$ cat config.mk
export PLATFORM = sky130hd
export DESIGN_NAME = disk_ctrl_end_flat
export DESIGN_NICKNAME = d
export VERILOG_FILES = /design/src/sector_fmt_pkg.sv /design/src/sector_link_if.sv /design/src/disk_ctrl_end.sv /design/src/flat_wrapper.sv
export SDC_FILE = /design/constraint.sdc
export NUM_CORES = 1
export LEC_CHECK = 0
export ABC_CLOCK_PERIOD_IN_PS = 5750
export BUFFER_PORTS_ARGS = -buffer_cell sky130_fd_sc_hd__buf_4
export CAP_MARGIN = 20
export CORE_MARGIN = 1.5
export CORE_UTILIZATION = 55
export CTS_CLUSTER_DIAMETER = 30
export DETAILED_ROUTE_END_ITERATION = 7
export PLACE_DENSITY = 0.87
export SYNTH_ARGS = -nofsm -noshare
export SYNTH_HDL_FRONTEND = slang
export SYNTH_SLANG_ARGS = --single-unit
$ cat constraint.sdc
create_clock -name sys_clk_i -period 5.75 [get_ports sys_clk_i]
set_clock_uncertainty 0.2 [all_clocks]
set_input_delay 1.15 -clock sys_clk_i [delete_from_list [all_inputs] [get_ports sys_clk_i]]
set_output_delay 1.15 -clock sys_clk_i [all_outputs]
set_load 0.1 [all_outputs]
$ cat src/sector_fmt_pkg.sv
// Constants and types shared by the drive end and the controller end.
// Operation
// - Code 01011 is index, once per track
// - Code 01110 is inner guard band two
// - Code 01010 is inner guard band one
// - Code 10011 is outer guard band
// - Normal bit is 0, missing bit 1
// - Cylinder low two bits pick servo pair
// - Cylinders 0 to 822 only
// - Leading gap at least 18 bytes
// - Sync byte is hex 19
// - Address and data sync may differ
// - Gaps, preambles, splice, pad are zero
// - Sectors per track 1 to 128 by switches
// - Trailing gap 15 bytes for 256 data
// - Address: flag, cyl hi, lo, head, sector
// - Address check bytes written, verified on read
// - Split write turns on inside splice
// - Drive gives index and sector pulses
// - Flag byte meaning owned by controller
// - Data gets check bytes, then pad
package sector_fmt_pkg;
   ////////////////////////////////////////////////////////////////////////
   localparam logic [4:0] INDEX_CODE = 5'h0b;
   localparam logic [4:0] IGB_TWO_CODE = 5'h0e;
   localparam logic [4:0] IGB_ONE_CODE = 5'h0a;
   localparam logic [4:0] OGB_CODE = 5'h13;
   localparam logic [15:0] TRACK_BYTES = 16'ha000;
   localparam int SYNC_PER_TRACK = 5120;
   localparam int GUARD_SYNC_INTERVAL = 64;
   localparam logic [9:0] CYL_MAX = 10'h0336;
   localparam logic [7:0] SECT_MIN = 8'h01;
   localparam logic [7:0] SECT_MAX = 8'h80;
   localparam logic [4:0] DIV_STEPS = 5'h10;
   ////////////////////////////////////////////////////////////////////////
   localparam logic [7:0] ADDR_SYNC_BYTE = 8'h19;
   localparam logic [7:0] DATA_SYNC_BYTE = 8'h19;
   localparam logic [7:0] FILL_BYTE = 8'h00;
   localparam logic [8:0] GAP1_LEN = 9'h012;
   localparam logic [8:0] PRE_LEN = 9'h008;
   localparam logic [8:0] SYNC_LEN = 9'h001;
   localparam logic [8:0] ADDR_LEN = 9'h005;
   localparam logic [8:0] CHK_LEN = 9'h002;
   localparam logic [8:0] SPLICE_LEN = 9'h003;
   localparam logic [8:0] DATA_LEN = 9'h100;
   localparam logic [8:0] EOR_LEN = 9'h001;
   localparam logic [8:0] GAP3_LEN = 9'h00f;
   localparam logic [15:0] CRC_INIT = 16'hffff;
   localparam logic [15:0] CRC_POLY = 16'h1021;
   ////////////////////////////////////////////////////////////////////////
   typedef enum logic [1:0] {
      PAIR_ODD_PHASE_ONE_PATTERN_EVEN_PHASE_TWO_PATTERN = 2'b00,
      PAIR_ODD_PHASE_ONE_PATTERN_ODD_PHASE_TWO_PATTERN = 2'b01,
      PAIR_EVEN_PHASE_ONE_PATTERN_ODD_PHASE_TWO_PATTERN = 2'b10,
      PAIR_EVEN_PHASE_ONE_PATTERN_EVEN_PHASE_TWO_PATTERN = 2'b11
   } servo_pair_t;

   typedef enum logic [3:0] {
      ST_IDLE = 4'b0000,
      ST_GAP1 = 4'b0001,
      ST_PRE1 = 4'b0010,
      ST_SYNC1 = 4'b0011,
      ST_ADDR = 4'b0100,
      ST_CRC = 4'b0101,
      ST_SPLICE = 4'b0110,
      ST_PRE2 = 4'b0111,
      ST_SYNC2 = 4'b1000,
      ST_DATA = 4'b1001,
      ST_ECC = 4'b1010,
      ST_EOR = 4'b1011,
      ST_GAP3 = 4'b1100,
      ST_RD_HUNT = 4'b1101,
      ST_RD_ADDR = 4'b1110
   } fmt_state_t;

   function automatic logic [15:0] crc_step(input logic [15:0] crc,
                                            input logic [7:0] data);
      logic [15:0] c;
      c = crc ^ {data, 8'h00};
      for (int i = 0; i < 8; i++) begin
         c = c[15] ? ((c << 1) ^ CRC_POLY) : (c << 1);
      end
      return c;
   endfunction
endpackage

$ cat src/sector_link_if.sv
// Byte-timed link between the drive end and the controller end.
interface sector_link_if;
   logic byte_tick;
   logic index_pulse;
   logic sector_pulse;
   logic [7:0] sector_num;
   logic [7:0] read_byte;
   logic read_valid;
   logic write_gate;
   logic [7:0] write_byte;
   logic [9:0] target_cyl;

   modport drive (
      output byte_tick, index_pulse, sector_pulse, sector_num,
      output read_byte, read_valid,
      input write_gate, write_byte, target_cyl
   );
   modport ctrl (
      input byte_tick, index_pulse, sector_pulse, sector_num,
      input read_byte, read_valid,
      output write_gate, write_byte, target_cyl
   );
endinterface

$ cat src/disk_ctrl_end.sv
// Controller end: fixed sector writer and address area checker.
module disk_ctrl_end
   import sector_fmt_pkg::*;
(
   input wire logic sys_clk_i,
   input wire logic reset_n_i,
   sector_link_if.ctrl link,
   input wire logic write_req_i,
   input wire logic read_req_i,
   input wire logic data_only_i,
   input wire logic [7:0] flag_i,
   input wire logic [9:0] cyl_i,
   input wire logic [7:0] head_i,
   input wire logic [7:0] sector_i,
   input wire logic [7:0] data_byte_i,
   output logic data_take_o,
   output logic busy_o,
   output logic done_o,
   output logic hdr_ok_o,
   output logic hdr_bad_o,
   output logic cyl_reject_o
);
   ////////////////////////////////////////////////////////////////////////
   function automatic logic [8:0] field_len(input fmt_state_t s);
      case (s)
         ST_GAP1: field_len = GAP1_LEN;
         ST_PRE1: field_len = PRE_LEN;
         ST_PRE2: field_len = PRE_LEN;
         ST_SYNC1: field_len = SYNC_LEN;
         ST_SYNC2: field_len = SYNC_LEN;
         ST_ADDR: field_len = ADDR_LEN;
         ST_RD_ADDR: field_len = ADDR_LEN + CHK_LEN;
         ST_CRC: field_len = CHK_LEN;
         ST_ECC: field_len = CHK_LEN;
         ST_SPLICE: field_len = SPLICE_LEN;
         ST_DATA: field_len = DATA_LEN;
         ST_EOR: field_len = EOR_LEN;
         ST_GAP3: field_len = GAP3_LEN;
         default: field_len = SYNC_LEN;
      endcase
   endfunction

   function automatic fmt_state_t next_field(input fmt_state_t s);
      case (s)
         ST_GAP1: next_field = ST_PRE1;
         ST_PRE1: next_field = ST_SYNC1;
         ST_SYNC1: next_field = ST_ADDR;
         ST_ADDR: next_field = ST_CRC;
         ST_CRC: next_field = ST_SPLICE;
         ST_SPLICE: next_field = ST_PRE2;
         ST_PRE2: next_field = ST_SYNC2;
         ST_SYNC2: next_field = ST_DATA;
         ST_DATA: next_field = ST_ECC;
         ST_ECC: next_field = ST_EOR;
         ST_EOR: next_field = ST_GAP3;
         default: next_field = ST_IDLE;
      endcase
   endfunction

   ////////////////////////////////////////////////////////////////////////
   fmt_state_t state_reg;
   fmt_state_t state_next;
   logic [8:0] fcnt_reg;
   logic [15:0] crc_reg;
   logic is_write_reg;
   logic split_reg;
   logic [7:0] flag_reg;
   logic [9:0] cyl_reg;
   logic [7:0] head_reg;
   logic [7:0] sect_reg;
   logic [39:0] rd_addr_reg;
   logic gate_reg;
   logic [7:0] wbyte_reg;

   wire logic tick = link.byte_tick;
   wire logic field_last = fcnt_reg == field_len(state_reg) - 9'h001;
   wire logic cyl_ok = cyl_i <= CYL_MAX;
   wire logic start_ok = state_reg == ST_IDLE && !busy_o && cyl_ok &&
      (write_req_i || read_req_i);
   wire logic sector_hit = link.sector_pulse && link.sector_num == sect_reg;
   wire logic [7:0] addr_byte =
      fcnt_reg == 9'h000 ? flag_reg :
      fcnt_reg == 9'h001 ? {6'h00, cyl_reg[9:8]} :
      fcnt_reg == 9'h002 ? cyl_reg[7:0] :
      fcnt_reg == 9'h003 ? head_reg : sect_reg;
   wire logic [7:0] chk_byte = fcnt_reg == 9'h000 ? crc_reg[15:8] :
      crc_reg[7:0];
   wire logic [7:0] out_byte =
      state_reg == ST_SYNC1 ? ADDR_SYNC_BYTE :
      state_reg == ST_SYNC2 ? DATA_SYNC_BYTE :
      state_reg == ST_ADDR ? addr_byte :
      state_reg == ST_DATA ? data_byte_i :
      state_reg == ST_CRC || state_reg == ST_ECC ? chk_byte :
      FILL_BYTE;
   wire logic crc_run = state_reg == ST_ADDR || state_reg == ST_DATA;
   wire logic crc_seed = state_reg == ST_SYNC1 || state_reg == ST_SYNC2;
   // A split write leaves the head off until the splice field
   wire logic gate_on = is_write_reg && state_reg != ST_IDLE &&
      (!split_reg || state_reg >= ST_SPLICE);
   wire logic rd_byte_ok = link.read_valid;
   wire logic [15:0] rd_crc_next = crc_step(crc_reg, link.read_byte);
   wire logic [39:0] want_addr =
      {flag_reg, 6'h00, cyl_reg, head_reg, sect_reg};

   ////////////////////////////////////////////////////////////////////////
   always_comb begin
      state_next = state_reg;
      case (state_reg)
         ST_IDLE: begin
            state_next = ST_IDLE;
         end
         ST_RD_HUNT: begin
            if (rd_byte_ok && link.read_byte == ADDR_SYNC_BYTE) begin
               state_next = ST_RD_ADDR;
            end else if (link.sector_pulse) begin
               state_next = ST_IDLE;
            end
         end
         ST_RD_ADDR: begin
            if (rd_byte_ok && field_last) begin
               state_next = ST_IDLE;
            end
         end
         default: begin
            if (tick && field_last) begin
               state_next = next_field(state_reg);
            end
         end
      endcase
   end

   ////////////////////////////////////////////////////////////////////////
   always_ff @(posedge sys_clk_i or negedge reset_n_i) begin
      if (!reset_n_i) begin
         state_reg <= ST_IDLE;
         fcnt_reg <= 9'h000;
         is_write_reg <= 1'b0;
         split_reg <= 1'b0;
         flag_reg <= 8'h00;
         cyl_reg <= 10'h000;
         head_reg <= 8'h00;
         sect_reg <= 8'h00;
         busy_o <= 1'b0;
      end else begin
         if (start_ok) begin
            is_write_reg <= write_req_i;
            split_reg <= data_only_i;
            flag_reg <= flag_i;
            cyl_reg <= cyl_i;
            head_reg <= head_i;
            sect_reg <= sector_i;
            busy_o <= 1'b1;
         end else if (busy_o && state_reg == ST_IDLE && sector_hit) begin
            state_reg <= is_write_reg ? ST_GAP1 : ST_RD_HUNT;
            fcnt_reg <= 9'h000;
         end else begin
            if (state_next != state_reg) begin
               fcnt_reg <= 9'h000;
            end else if (state_reg == ST_RD_ADDR ? rd_byte_ok :
                         tick && state_reg != ST_RD_HUNT) begin
               fcnt_reg <= fcnt_reg + 9'h001;
            end
            state_reg <= state_next;
            if (state_reg != ST_IDLE && state_next == ST_IDLE) begin
               busy_o <= 1'b0;
            end
         end
      end
   end

   ////////////////////////////////////////////////////////////////////////
   // Check is seeded at each sync so address and data runs stay separate
   always_ff @(posedge sys_clk_i or negedge reset_n_i) begin
      if (!reset_n_i) begin
         crc_reg <= CRC_INIT;
         rd_addr_reg <= 40'h00_0000_0000;
      end else if (state_reg == ST_RD_HUNT) begin
         crc_reg <= CRC_INIT;
      end else if (state_reg == ST_RD_ADDR && rd_byte_ok) begin
         crc_reg <= rd_crc_next;
         if (fcnt_reg < ADDR_LEN) begin
            rd_addr_reg <= {rd_addr_reg[31:0], link.read_byte};
         end
      end else if (tick && crc_seed) begin
         crc_reg <= CRC_INIT;
      end else if (tick && crc_run) begin
         crc_reg <= crc_step(crc_reg, out_byte);
      end
   end

   ////////////////////////////////////////////////////////////////////////
   always_ff @(posedge sys_clk_i or negedge reset_n_i) begin
      if (!reset_n_i) begin
         gate_reg <= 1'b0;
         wbyte_reg <= 8'h00;
         done_o <= 1'b0;
         hdr_ok_o <= 1'b0;
         hdr_bad_o <= 1'b0;
         cyl_reject_o <= 1'b0;
      end else begin
         done_o <= 1'b0;
         hdr_ok_o <= 1'b0;
         hdr_bad_o <= 1'b0;
         cyl_reject_o <= state_reg == ST_IDLE && !busy_o &&
            (write_req_i || read_req_i) && !cyl_ok;
         if (tick) begin
            gate_reg <= gate_on;
            wbyte_reg <= gate_on ? out_byte : FILL_BYTE;
         end
         if (is_write_reg && tick && state_reg == ST_GAP3 && field_last) begin
            done_o <= 1'b1;
         end
         if (state_reg == ST_RD_ADDR && rd_byte_ok && field_last) begin
            // Residue of zero means the header and its check agree
            if (rd_crc_next == 16'h0000 && rd_addr_reg == want_addr) begin
               hdr_ok_o <= 1'b1;
            end else begin
               hdr_bad_o <= 1'b1;
            end
         end
         if (state_reg == ST_RD_HUNT && link.sector_pulse &&
             !(rd_byte_ok && link.read_byte == ADDR_SYNC_BYTE)) begin
            hdr_bad_o <= 1'b1;
         end
      end
   end

   assign data_take_o = tick && state_reg == ST_DATA;
   assign link.write_gate = gate_reg;
   assign link.write_byte = wbyte_reg;
   assign link.target_cyl = cyl_reg;
endmodule

$ cat src/flat_wrapper.sv
// flat-port wrapper written by rule: the top's interface ports become plain ports
module disk_ctrl_end_flat import sector_fmt_pkg::*;
  (sys_clk_i, reset_n_i, write_req_i, read_req_i, data_only_i, flag_i, cyl_i, head_i, sector_i, data_byte_i, data_take_o, busy_o, done_o, hdr_ok_o, hdr_bad_o, cyl_reject_o, link_byte_tick, link_index_pulse, link_sector_pulse, link_sector_num, link_read_byte, link_read_valid, link_write_gate, link_write_byte, link_target_cyl);
  sector_link_if link_i ();
  input wire logic sys_clk_i;
  input wire logic reset_n_i;
  input wire logic write_req_i;
  input wire logic read_req_i;
  input wire logic data_only_i;
  input wire logic [7:0] flag_i;
  input wire logic [9:0] cyl_i;
  input wire logic [7:0] head_i;
  input wire logic [7:0] sector_i;
  input wire logic [7:0] data_byte_i;
  output logic data_take_o;
  output logic busy_o;
  output logic done_o;
  output logic hdr_ok_o;
  output logic hdr_bad_o;
  output logic cyl_reject_o;
  input wire logic [$bits(link_i.byte_tick)-1:0] link_byte_tick;
  input wire logic [$bits(link_i.index_pulse)-1:0] link_index_pulse;
  input wire logic [$bits(link_i.sector_pulse)-1:0] link_sector_pulse;
  input wire logic [$bits(link_i.sector_num)-1:0] link_sector_num;
  input wire logic [$bits(link_i.read_byte)-1:0] link_read_byte;
  input wire logic [$bits(link_i.read_valid)-1:0] link_read_valid;
  output wire logic [$bits(link_i.write_gate)-1:0] link_write_gate;
  output wire logic [$bits(link_i.write_byte)-1:0] link_write_byte;
  output wire logic [$bits(link_i.target_cyl)-1:0] link_target_cyl;
  assign link_i.byte_tick = link_byte_tick;
  assign link_i.index_pulse = link_index_pulse;
  assign link_i.sector_pulse = link_sector_pulse;
  assign link_i.sector_num = link_sector_num;
  assign link_i.read_byte = link_read_byte;
  assign link_i.read_valid = link_read_valid;
  assign link_write_gate = link_i.write_gate;
  assign link_write_byte = link_i.write_byte;
  assign link_target_cyl = link_i.target_cyl;
  disk_ctrl_end u_core (.sys_clk_i(sys_clk_i), .reset_n_i(reset_n_i), .link(link_i), .write_req_i(write_req_i), .read_req_i(read_req_i), .data_only_i(data_only_i), .flag_i(flag_i), .cyl_i(cyl_i), .head_i(head_i), .sector_i(sector_i), .data_byte_i(data_byte_i), .data_take_o(data_take_o), .busy_o(busy_o), .done_o(done_o), .hdr_ok_o(hdr_ok_o), .hdr_bad_o(hdr_bad_o), .cyl_reject_o(cyl_reject_o));
endmodule
# Word level (Yosys, flattened, before mapping)
# Memories as Yosys holds them, arrays and structs flattened.
# Index checks and enable logic that the tools add are counted.
dict set report op_classes {
  n_addsub 2
  magnitude_cmp 3
  eq_ne 19
  muxes 51
  bitwise 20
  n_reduce_logical 46
}
# operator n
set ops {}
lappend ops {{13-bit two-way mux} 16}
lappend ops {{8-bit two-way mux} 11}
lappend ops {{16-bit two-way mux} 4}
lappend ops {{3-bit inverter} 16}
lappend ops {{40-bit equality test} 1}
lappend ops {{16-bit XOR} 2}
lappend ops {{9-bit two-way mux} 3}
lappend ops {{1-bit logical AND} 26}
lappend ops {{4-bit equality test (second input constant)} 6}
lappend ops {{4-bit two-way mux} 6}
lappend ops {{9-bit by 2-bit equality test with 1-bit output (second input constant)} 2}
lappend ops {{16-bit zero test} 1}
lappend ops {{4-bit case mux with 3 select lines} 1}
lappend ops {{10-bit less-or-equal comparator (second input constant)} 1}
lappend ops {{1-bit two-way mux} 10}
lappend ops {{9-bit by 1-bit adder with 9-bit output (second input constant)} 1}
lappend ops {{9-bit by 1-bit equality test with 1-bit output (second input constant)} 1}
lappend ops {{9-bit equality test} 1}
lappend ops {{9-bit zero test} 1}
lappend ops {{9-bit by 3-bit < comparator with 1-bit output (second input constant)} 1}
lappend ops {{9-bit by 1-bit subtractor with 9-bit output (second input constant)} 1}
lappend ops {{4-bit by 3-bit equality test with 1-bit output (second input constant)} 2}
lappend ops {{8-bit by 5-bit equality test with 1-bit output (second input constant)} 1}
lappend ops {{8-bit equality test} 1}
lappend ops {{other kinds (14)} 25}
dict set report word_totals {
  register_bits 119
  rom_bits 160
  memories 2
}
# memory depth width read_ports rd_ports_with_merged_regs write_ports line
set memory_table {}
lappend memory_table {{(name not given)} 16 6 1 0 0 disk_ctrl_end.sv:25} ;# case (s)
lappend memory_table {{(name not given)} 16 4 1 0 0 disk_ctrl_end.sv:44} ;# case (s)

# Longest topological paths before layout
dict set report logic_depth {
  word_depth 29
  mapped_depth 18
}

# Worst setup path after synthesis
# No wires, ideal clock.
dict set report synth_path {
  path_kind {reg-to-reg}
  start {register u_core.state_reg[0]}
  end {register u_core.fcnt_reg[8]}
  setup_time_ns 0.126
  t_arrival_ns 3.936
  setup_slack_ns 1.488
  path_stages_with_launch 18
  path_buffers 1
  path_cell_list {dfrtp_1 -> inv_2 -> ha_1 -> clkbuf_1 -> mux4_2 -> inv_1 -> ha_1 -> and3_1 -> ha_1 -> xor2_1 -> xnor2_1 -> o2111ai_1 -> a211oi_1 -> o2111ai_2 -> o21a_1 -> o21bai_4 -> nor2_2 -> a221o_1}
}
dict set report synth_via {
  elab_chain_cells 9
  word_cells_on_any_way 28
}
# item line
set synth_lines {}
lappend synth_lines {{start, declared} disk_ctrl_end.sv:61} ;# fmt_state_t state_reg;
lappend synth_lines {{start signal, assigned} disk_ctrl_end.sv:154} ;# state_reg <= is_write_reg ? ST_GAP1 : ST_RD_HUNT;
lappend synth_lines {{start signal, assigned} disk_ctrl_end.sv:163} ;# state_reg <= state_next;
lappend synth_lines {{memory read 16 x 6 bit} --}
lappend synth_lines {{9-bit by 1-bit subtractor with 9-bit output} disk_ctrl_end.sv:76} ;# wire logic field_last = fcnt_reg == field_len(state_reg) - 9'h001;
lappend synth_lines {{9-bit equality test} disk_ctrl_end.sv:76}
lappend synth_lines {{1-bit logical AND, on equally long branches} {disk_ctrl_end.sv:125, disk_ctrl_end.sv:120}}
lappend synth_lines {{4-bit two-way mux, on equally long branches} {disk_ctrl_end.sv:125, disk_ctrl_end.sv:120}}
lappend synth_lines {{4-bit case mux with 3 select lines} disk_ctrl_end.sv:108} ;# case (state_reg)
lappend synth_lines {{4-bit inequality test} disk_ctrl_end.sv:157} ;# if (state_next != state_reg) begin
lappend synth_lines {{3-bit nonzero test (no line) or 9-bit two-way mux (tied branches)} --}
lappend synth_lines {{2-bit AND reduction (no line) or 9-bit two-way mux (tied branches)} --}
lappend synth_lines {{end signal, assigned} disk_ctrl_end.sv:161} ;# fcnt_reg <= fcnt_reg + 9'h001;
lappend synth_lines {{end, declared} disk_ctrl_end.sv:63} ;# logic [8:0] fcnt_reg;
# Several ways; a longest one is shown, not always the timed one.
# A chain may end at the register's enable or synchronous reset.

# Final worst setup path
dict set report layout_path {
  start {register u_core.state_reg[1]}
  end {register u_core.fcnt_reg[8]}
}
# Same word-level chain as after synthesis.

==> Flow_metrics.wiki <==
{| class="wikitable"
! Metric !! Value
|-
| Maximum fanout along the worst path || 11
|-
| Startpoint of the worst register-to-register path || u_core.state_reg[1]
|-
| Final weighted congestion of routability-driven global placement || 0.949
|-
| Slew at the pin closest to its max-slew limit || between 0.9 and 1 ns
|-
| Routed length per placed instance || just over 20 µm
|-
| Synth top area cells || sky130_fd_sc_hd__dfrtp_1, sky130_fd_sc_hd__mux2_2, sky130_fd_sc_hd__xnor2_1
|-
| Flip-flop count of the largest register, all copies and words added || 40
|-
| Number of cells on the worst reg-to-reg path || 16
|-
| Num CTS Buffers || 17
|-
| Die area || 14200 µm²
|-
| Reported leakage power || a little under 4 nW
|-
| Number of failing hold endpoints at the final stage || 0
|-
| Count of buffers inserted at the top-level ports || 90
|-
| Area delta synth->final || 18.8%
|-
| Resized Gates After CTS || 0
|-
| Number of antenna violations at the first check in global routing || 0
|-
| Number of levels the H-tree was split into || 4
|-
| Total gr overflow || 0
|-
| Multi-input gate area in the final layout || 4220 µm²
|-
| #FFs+latches synth || 119
|-
| Netlist area before placement || 7400 µm²
|-
| DR vias || 6328
|-
| Net count reported at finish || 883
|-
| Height of the chip || 119 µm
|-
| Worst-case hold path end point || u_core.link.write_byte[0]
|-
| Maximum clock path buffer count || 2
|-
| Share of the core filled with cells || 0.667
|-
| Post-CTS setup-driven buffer insertion count || 0
|-
| Core Box Area || 13200 µm²
|-
| Tcrit/Tclk final || 0.872
|-
| Wire length of the first global-routing pass || 32800 µm
|-
| Skew-Pair Late Insertion Delay || 0.43 ns
|-
| Global-route usage over all layers || 0.299
|-
| Max Freq || ~200 MHz
|-
| Initial drt markers || 534
|-
| Proportion of register bits with asynchronous set or reset after synthesis || 1.00
|-
| Synthesized area per cell || ~10 µm²
|-
| Post-route minimum period || roughly 5.0 ns
|-
| Pin count of the biggest net entering global routing || 80
|-
| Headroom to the max-slew limit || 0.342
|-
| Max-slew violation count || 0
|-
| CTS tree || built
|-
| Detailed-route vias per instance || 6.37
|-
| Nets in the synthesized netlist || 803
|-
| Initial cell density of the core || 0.561
|-
| Number of design rule violations left after detail routing || 0
|-
| Area leader, netlist || sky130_fd_sc_hd__dfrtp_1
|-
| Die W || 119 µm
|-
| # Max-Cap Violations || 0
|-
| Area share of the largest cell type after synthesis || 0.348
|-
| Capturing point of the worst reg2reg path || u_core.fcnt_reg[8]
|-
| Count of different cell masters after synthesis || 74
|-
| Arrival @ worst endpoint || 5.13 ns
|-
| Final routed wirelength across all metal layers || 20500 µm
|-
| Final number of setup-violating endpoints || 0
|-
| Required time worst endpoint || between 5 and 6 ns
|-
| Worst supply voltage drop on vdd || approximately 0.59 mV
|-
| EDFF count, synth || 0
|-
| Design Power || 5.85 mW
|-
| Total number of clock tree sinks || 119
|-
| Type of the tightest min-delay check || reg2reg
|-
| Row Count || 42
|-
| CP Class || reg2reg
|-
| Layout cells sized above 1 || 0.290
|-
| R2R Setup Slk || around 0.74 ns
|-
| Leading register cell type out of synthesis || sky130_fd_sc_hd__dfrtp_1
|-
| Summed negative setup slack over all endpoints || 0 ns
|-
| Pwr/cell area || 665 nW/µm²
|-
| Io pins || 92
|-
| Worst hold path depth || 1
|-
| Hold path startpoint || u_core.link.write_byte[0]
|-
| Antenna diode count || 0
|-
| Number of filler instances in the final layout || ~1.0k
|-
| FF+latch area || 3000 µm²
|-
| Total iterations of the first detailed-routing run || 6
|-
| Share of the yosys chip area belonging to registers || 0.405
|-
| Type of element launching the critical path || register
|-
| Residual antenna-violating net count after detailed routing || 0
|-
| Post-cts hold buffer count || 0
|-
| Detailed placement HPWL || 14700 µm
|-
| Outcome || completed
|-
| Clock input transition at the sequential cells of the worst setup and hold paths || 0.06 ns
|-
| Number of instances in the synthesized netlist || 724
|-
| Via count of the first global-routing pass || 6125
|-
| Clk root buf || sky130_fd_sc_hd__clkbuf_16
|-
| RSZ-0062 raised after global routing || false
|-
| Nature of the critical path endpoint || register
|-
| Warnings, synthesis || 0
|}
[worst max-delay path, cell delays in order (launching register included)]
cell and delay [ns]:
sky130_fd_sc_hd__dfrtp_1 0.53, sky130_fd_sc_hd__inv_1 0.21, sky130_fd_sc_hd__ha_1 0.37, sky130_fd_sc_hd__mux4_2 0.54, sky130_fd_sc_hd__inv_1 0.08, sky130_fd_sc_hd__ha_1 0.18, sky130_fd_sc_hd__and3_1 0.17, sky130_fd_sc_hd__ha_1 0.16
sky130_fd_sc_hd__xor2_1 0.19, sky130_fd_sc_hd__xnor2_1 0.14, sky130_fd_sc_hd__o2111ai_1 0.12, sky130_fd_sc_hd__a211oi_1 0.55, sky130_fd_sc_hd__o2111ai_2 0.28, sky130_fd_sc_hd__a21oi_1 0.32, sky130_fd_sc_hd__a211o_1 0.41, sky130_fd_sc_hd__nor2_2 0.13
sky130_fd_sc_hd__a221o_1 0.31
[layout by cell type, fill, tap and decap left out, types with 4 or more instances in the layout]
cell type,synthesis,final
sky130_fd_sc_hd__clkbuf_16,0,17
sky130_fd_sc_hd__nand3_1,15,15
sky130_fd_sc_hd__o2bb2ai_1,8,8
sky130_fd_sc_hd__o21ai_0,34,34
sky130_fd_sc_hd__ha_1,12,12
sky130_fd_sc_hd__nand2_1,47,47
sky130_fd_sc_hd__mux2_2,71,71
sky130_fd_sc_hd__inv_1,15,15
sky130_fd_sc_hd__o22a_1,5,5
sky130_fd_sc_hd__a21o_1,6,6
sky130_fd_sc_hd__nor2_1,33,32
sky130_fd_sc_hd__dfrtp_1,103,103
sky130_fd_sc_hd__or3_1,6,6
sky130_fd_sc_hd__a22o_1,4,4
sky130_fd_sc_hd__nand2b_1,4,4
sky130_fd_sc_hd__a211oi_1,10,10
sky130_fd_sc_hd__inv_6,0,4
sky130_fd_sc_hd__mux2i_1,14,14
sky130_fd_sc_hd__clkinv_4,0,4
sky130_fd_sc_hd__o21ai_1,6,6
sky130_fd_sc_hd__clkinv_2,0,4
sky130_fd_sc_hd__o221ai_1,4,4
sky130_fd_sc_hd__and4_1,4,4
sky130_fd_sc_hd__o31ai_1,7,7
sky130_fd_sc_hd__dfstp_2,16,16
sky130_fd_sc_hd__a31oi_1,10,10
sky130_fd_sc_hd__xor2_1,32,32
sky130_fd_sc_hd__nand4_1,12,12
sky130_fd_sc_hd__and2_1,4,4
sky130_fd_sc_hd__xnor2_1,61,61
sky130_fd_sc_hd__o22ai_1,7,7
sky130_fd_sc_hd__a21oi_1,29,29
sky130_fd_sc_hd__and3_1,13,13
sky130_fd_sc_hd__buf_4,1,93
sky130_fd_sc_hd__nor4_1,11,11
sky130_fd_sc_hd__nor3_1,8,8
sky130_fd_sc_hd__nor2b_1,9,8
[logic make-up (layout without fill, tap and decap cells)]
family | count (synthesis) | count (layout) | synth area share
and+or+nand+nor | 191 | 191 | 0.139
adders and majority gates | 12 | 12 | 0.0203
DFF | 119 | 119 | 0.405
xor gates and xnor gates | 93 | 93 | 0.110
buffers and inverters | 52 | 145 | 0.0276
AOI/OAI and AO/OA | 171 | 171 | 0.169
muxes | 86 | 86 | 0.130
[layer usage]
| layer | part of all wire | track usage | vias to the layer above |
|---|---|---|---|
| met3 | 0.088 | 0.0824 | 78 |
| met2 | 0.46 | 0.461 | 351 |
| li1 | - | - | 2837 |
| met1 | 0.41 | 0.395 | 3062 |
| met5 | 0 | 0 | - |
| met4 | 0.039 | 0.135 | 0 |
[synthesized netlist by cell type (all sizes together) (6+ instances only)]
master,number
dfrtp,103
nand3,15
xor2,32
nor2,34
nor2b,9
mux2i,14
and3,13
nor3,8
inv,18
a211oi,10
a21o,6
mux2,71
or2,6
xnor2,61
o31ai,7
nand4,12
o22ai,7
ha,12
a21oi,29
nand2,47
or3,6
o21ai,40
buf,8
dfstp,16
a31oi,10
clkbuf,25
o2bb2ai,8
nor4,13
[per-stage QoR]
stage               cell area, µm²  instances  hold WS [ns]  worst slack, ns
finish                        8800        993         0.290            0.738
CTS                           8780        992         0.294            0.849
global route                  8800        993         0.307            0.463
global placement              8200        960         0.274            0.919
detailed placement            8200        960         0.279            0.881
floorplan                     7400        724         0.281             1.49
[layout make-up]
cell class,count,share of cell area
Sequential cell,119,0.341
Inverter,19,0.00811
Clock buffer,19,0.0515
Clock inverter,13,0.0137
Tap cell,176,0.0250
Timing Repair Buffer,94,0.0817
Multi-Input combinational cell,553,0.479
[how the worst max path moves through the flow]
stage | end | from | depth (start not counted) | slack (ns)
4_1_cts | u_core.fcnt_reg[8] | u_core.state_reg[1] | 16 | 0.85
5_1_grt | u_core.fcnt_reg[8] | u_core.state_reg[1] | 16 | 0.46
3_3_place_gp | u_core.fcnt_reg[8] | u_core.state_reg[1] | 16 | 0.92
3_5_place_dp | u_core.fcnt_reg[8] | u_core.state_reg[0] | 16 | 0.88
6_report | u_core.fcnt_reg[8] | u_core.state_reg[1] | 16 | 0.74
2_1_floorplan | u_core.fcnt_reg[8] | u_core.state_reg[0] | 17 | 1.49
[report_power, final]
group / leakage, nW / internal (mW) / total [mW] / switching, mW
Combinational: 2.04 / 1.24 / 3.20 / 1.96
Clock: 0.288 / 0.620 / 1.03 / 0.406
Sequential: 1.52 / 1.16 / 1.62 / 0.465
Power figures use the tool's default switching activity.
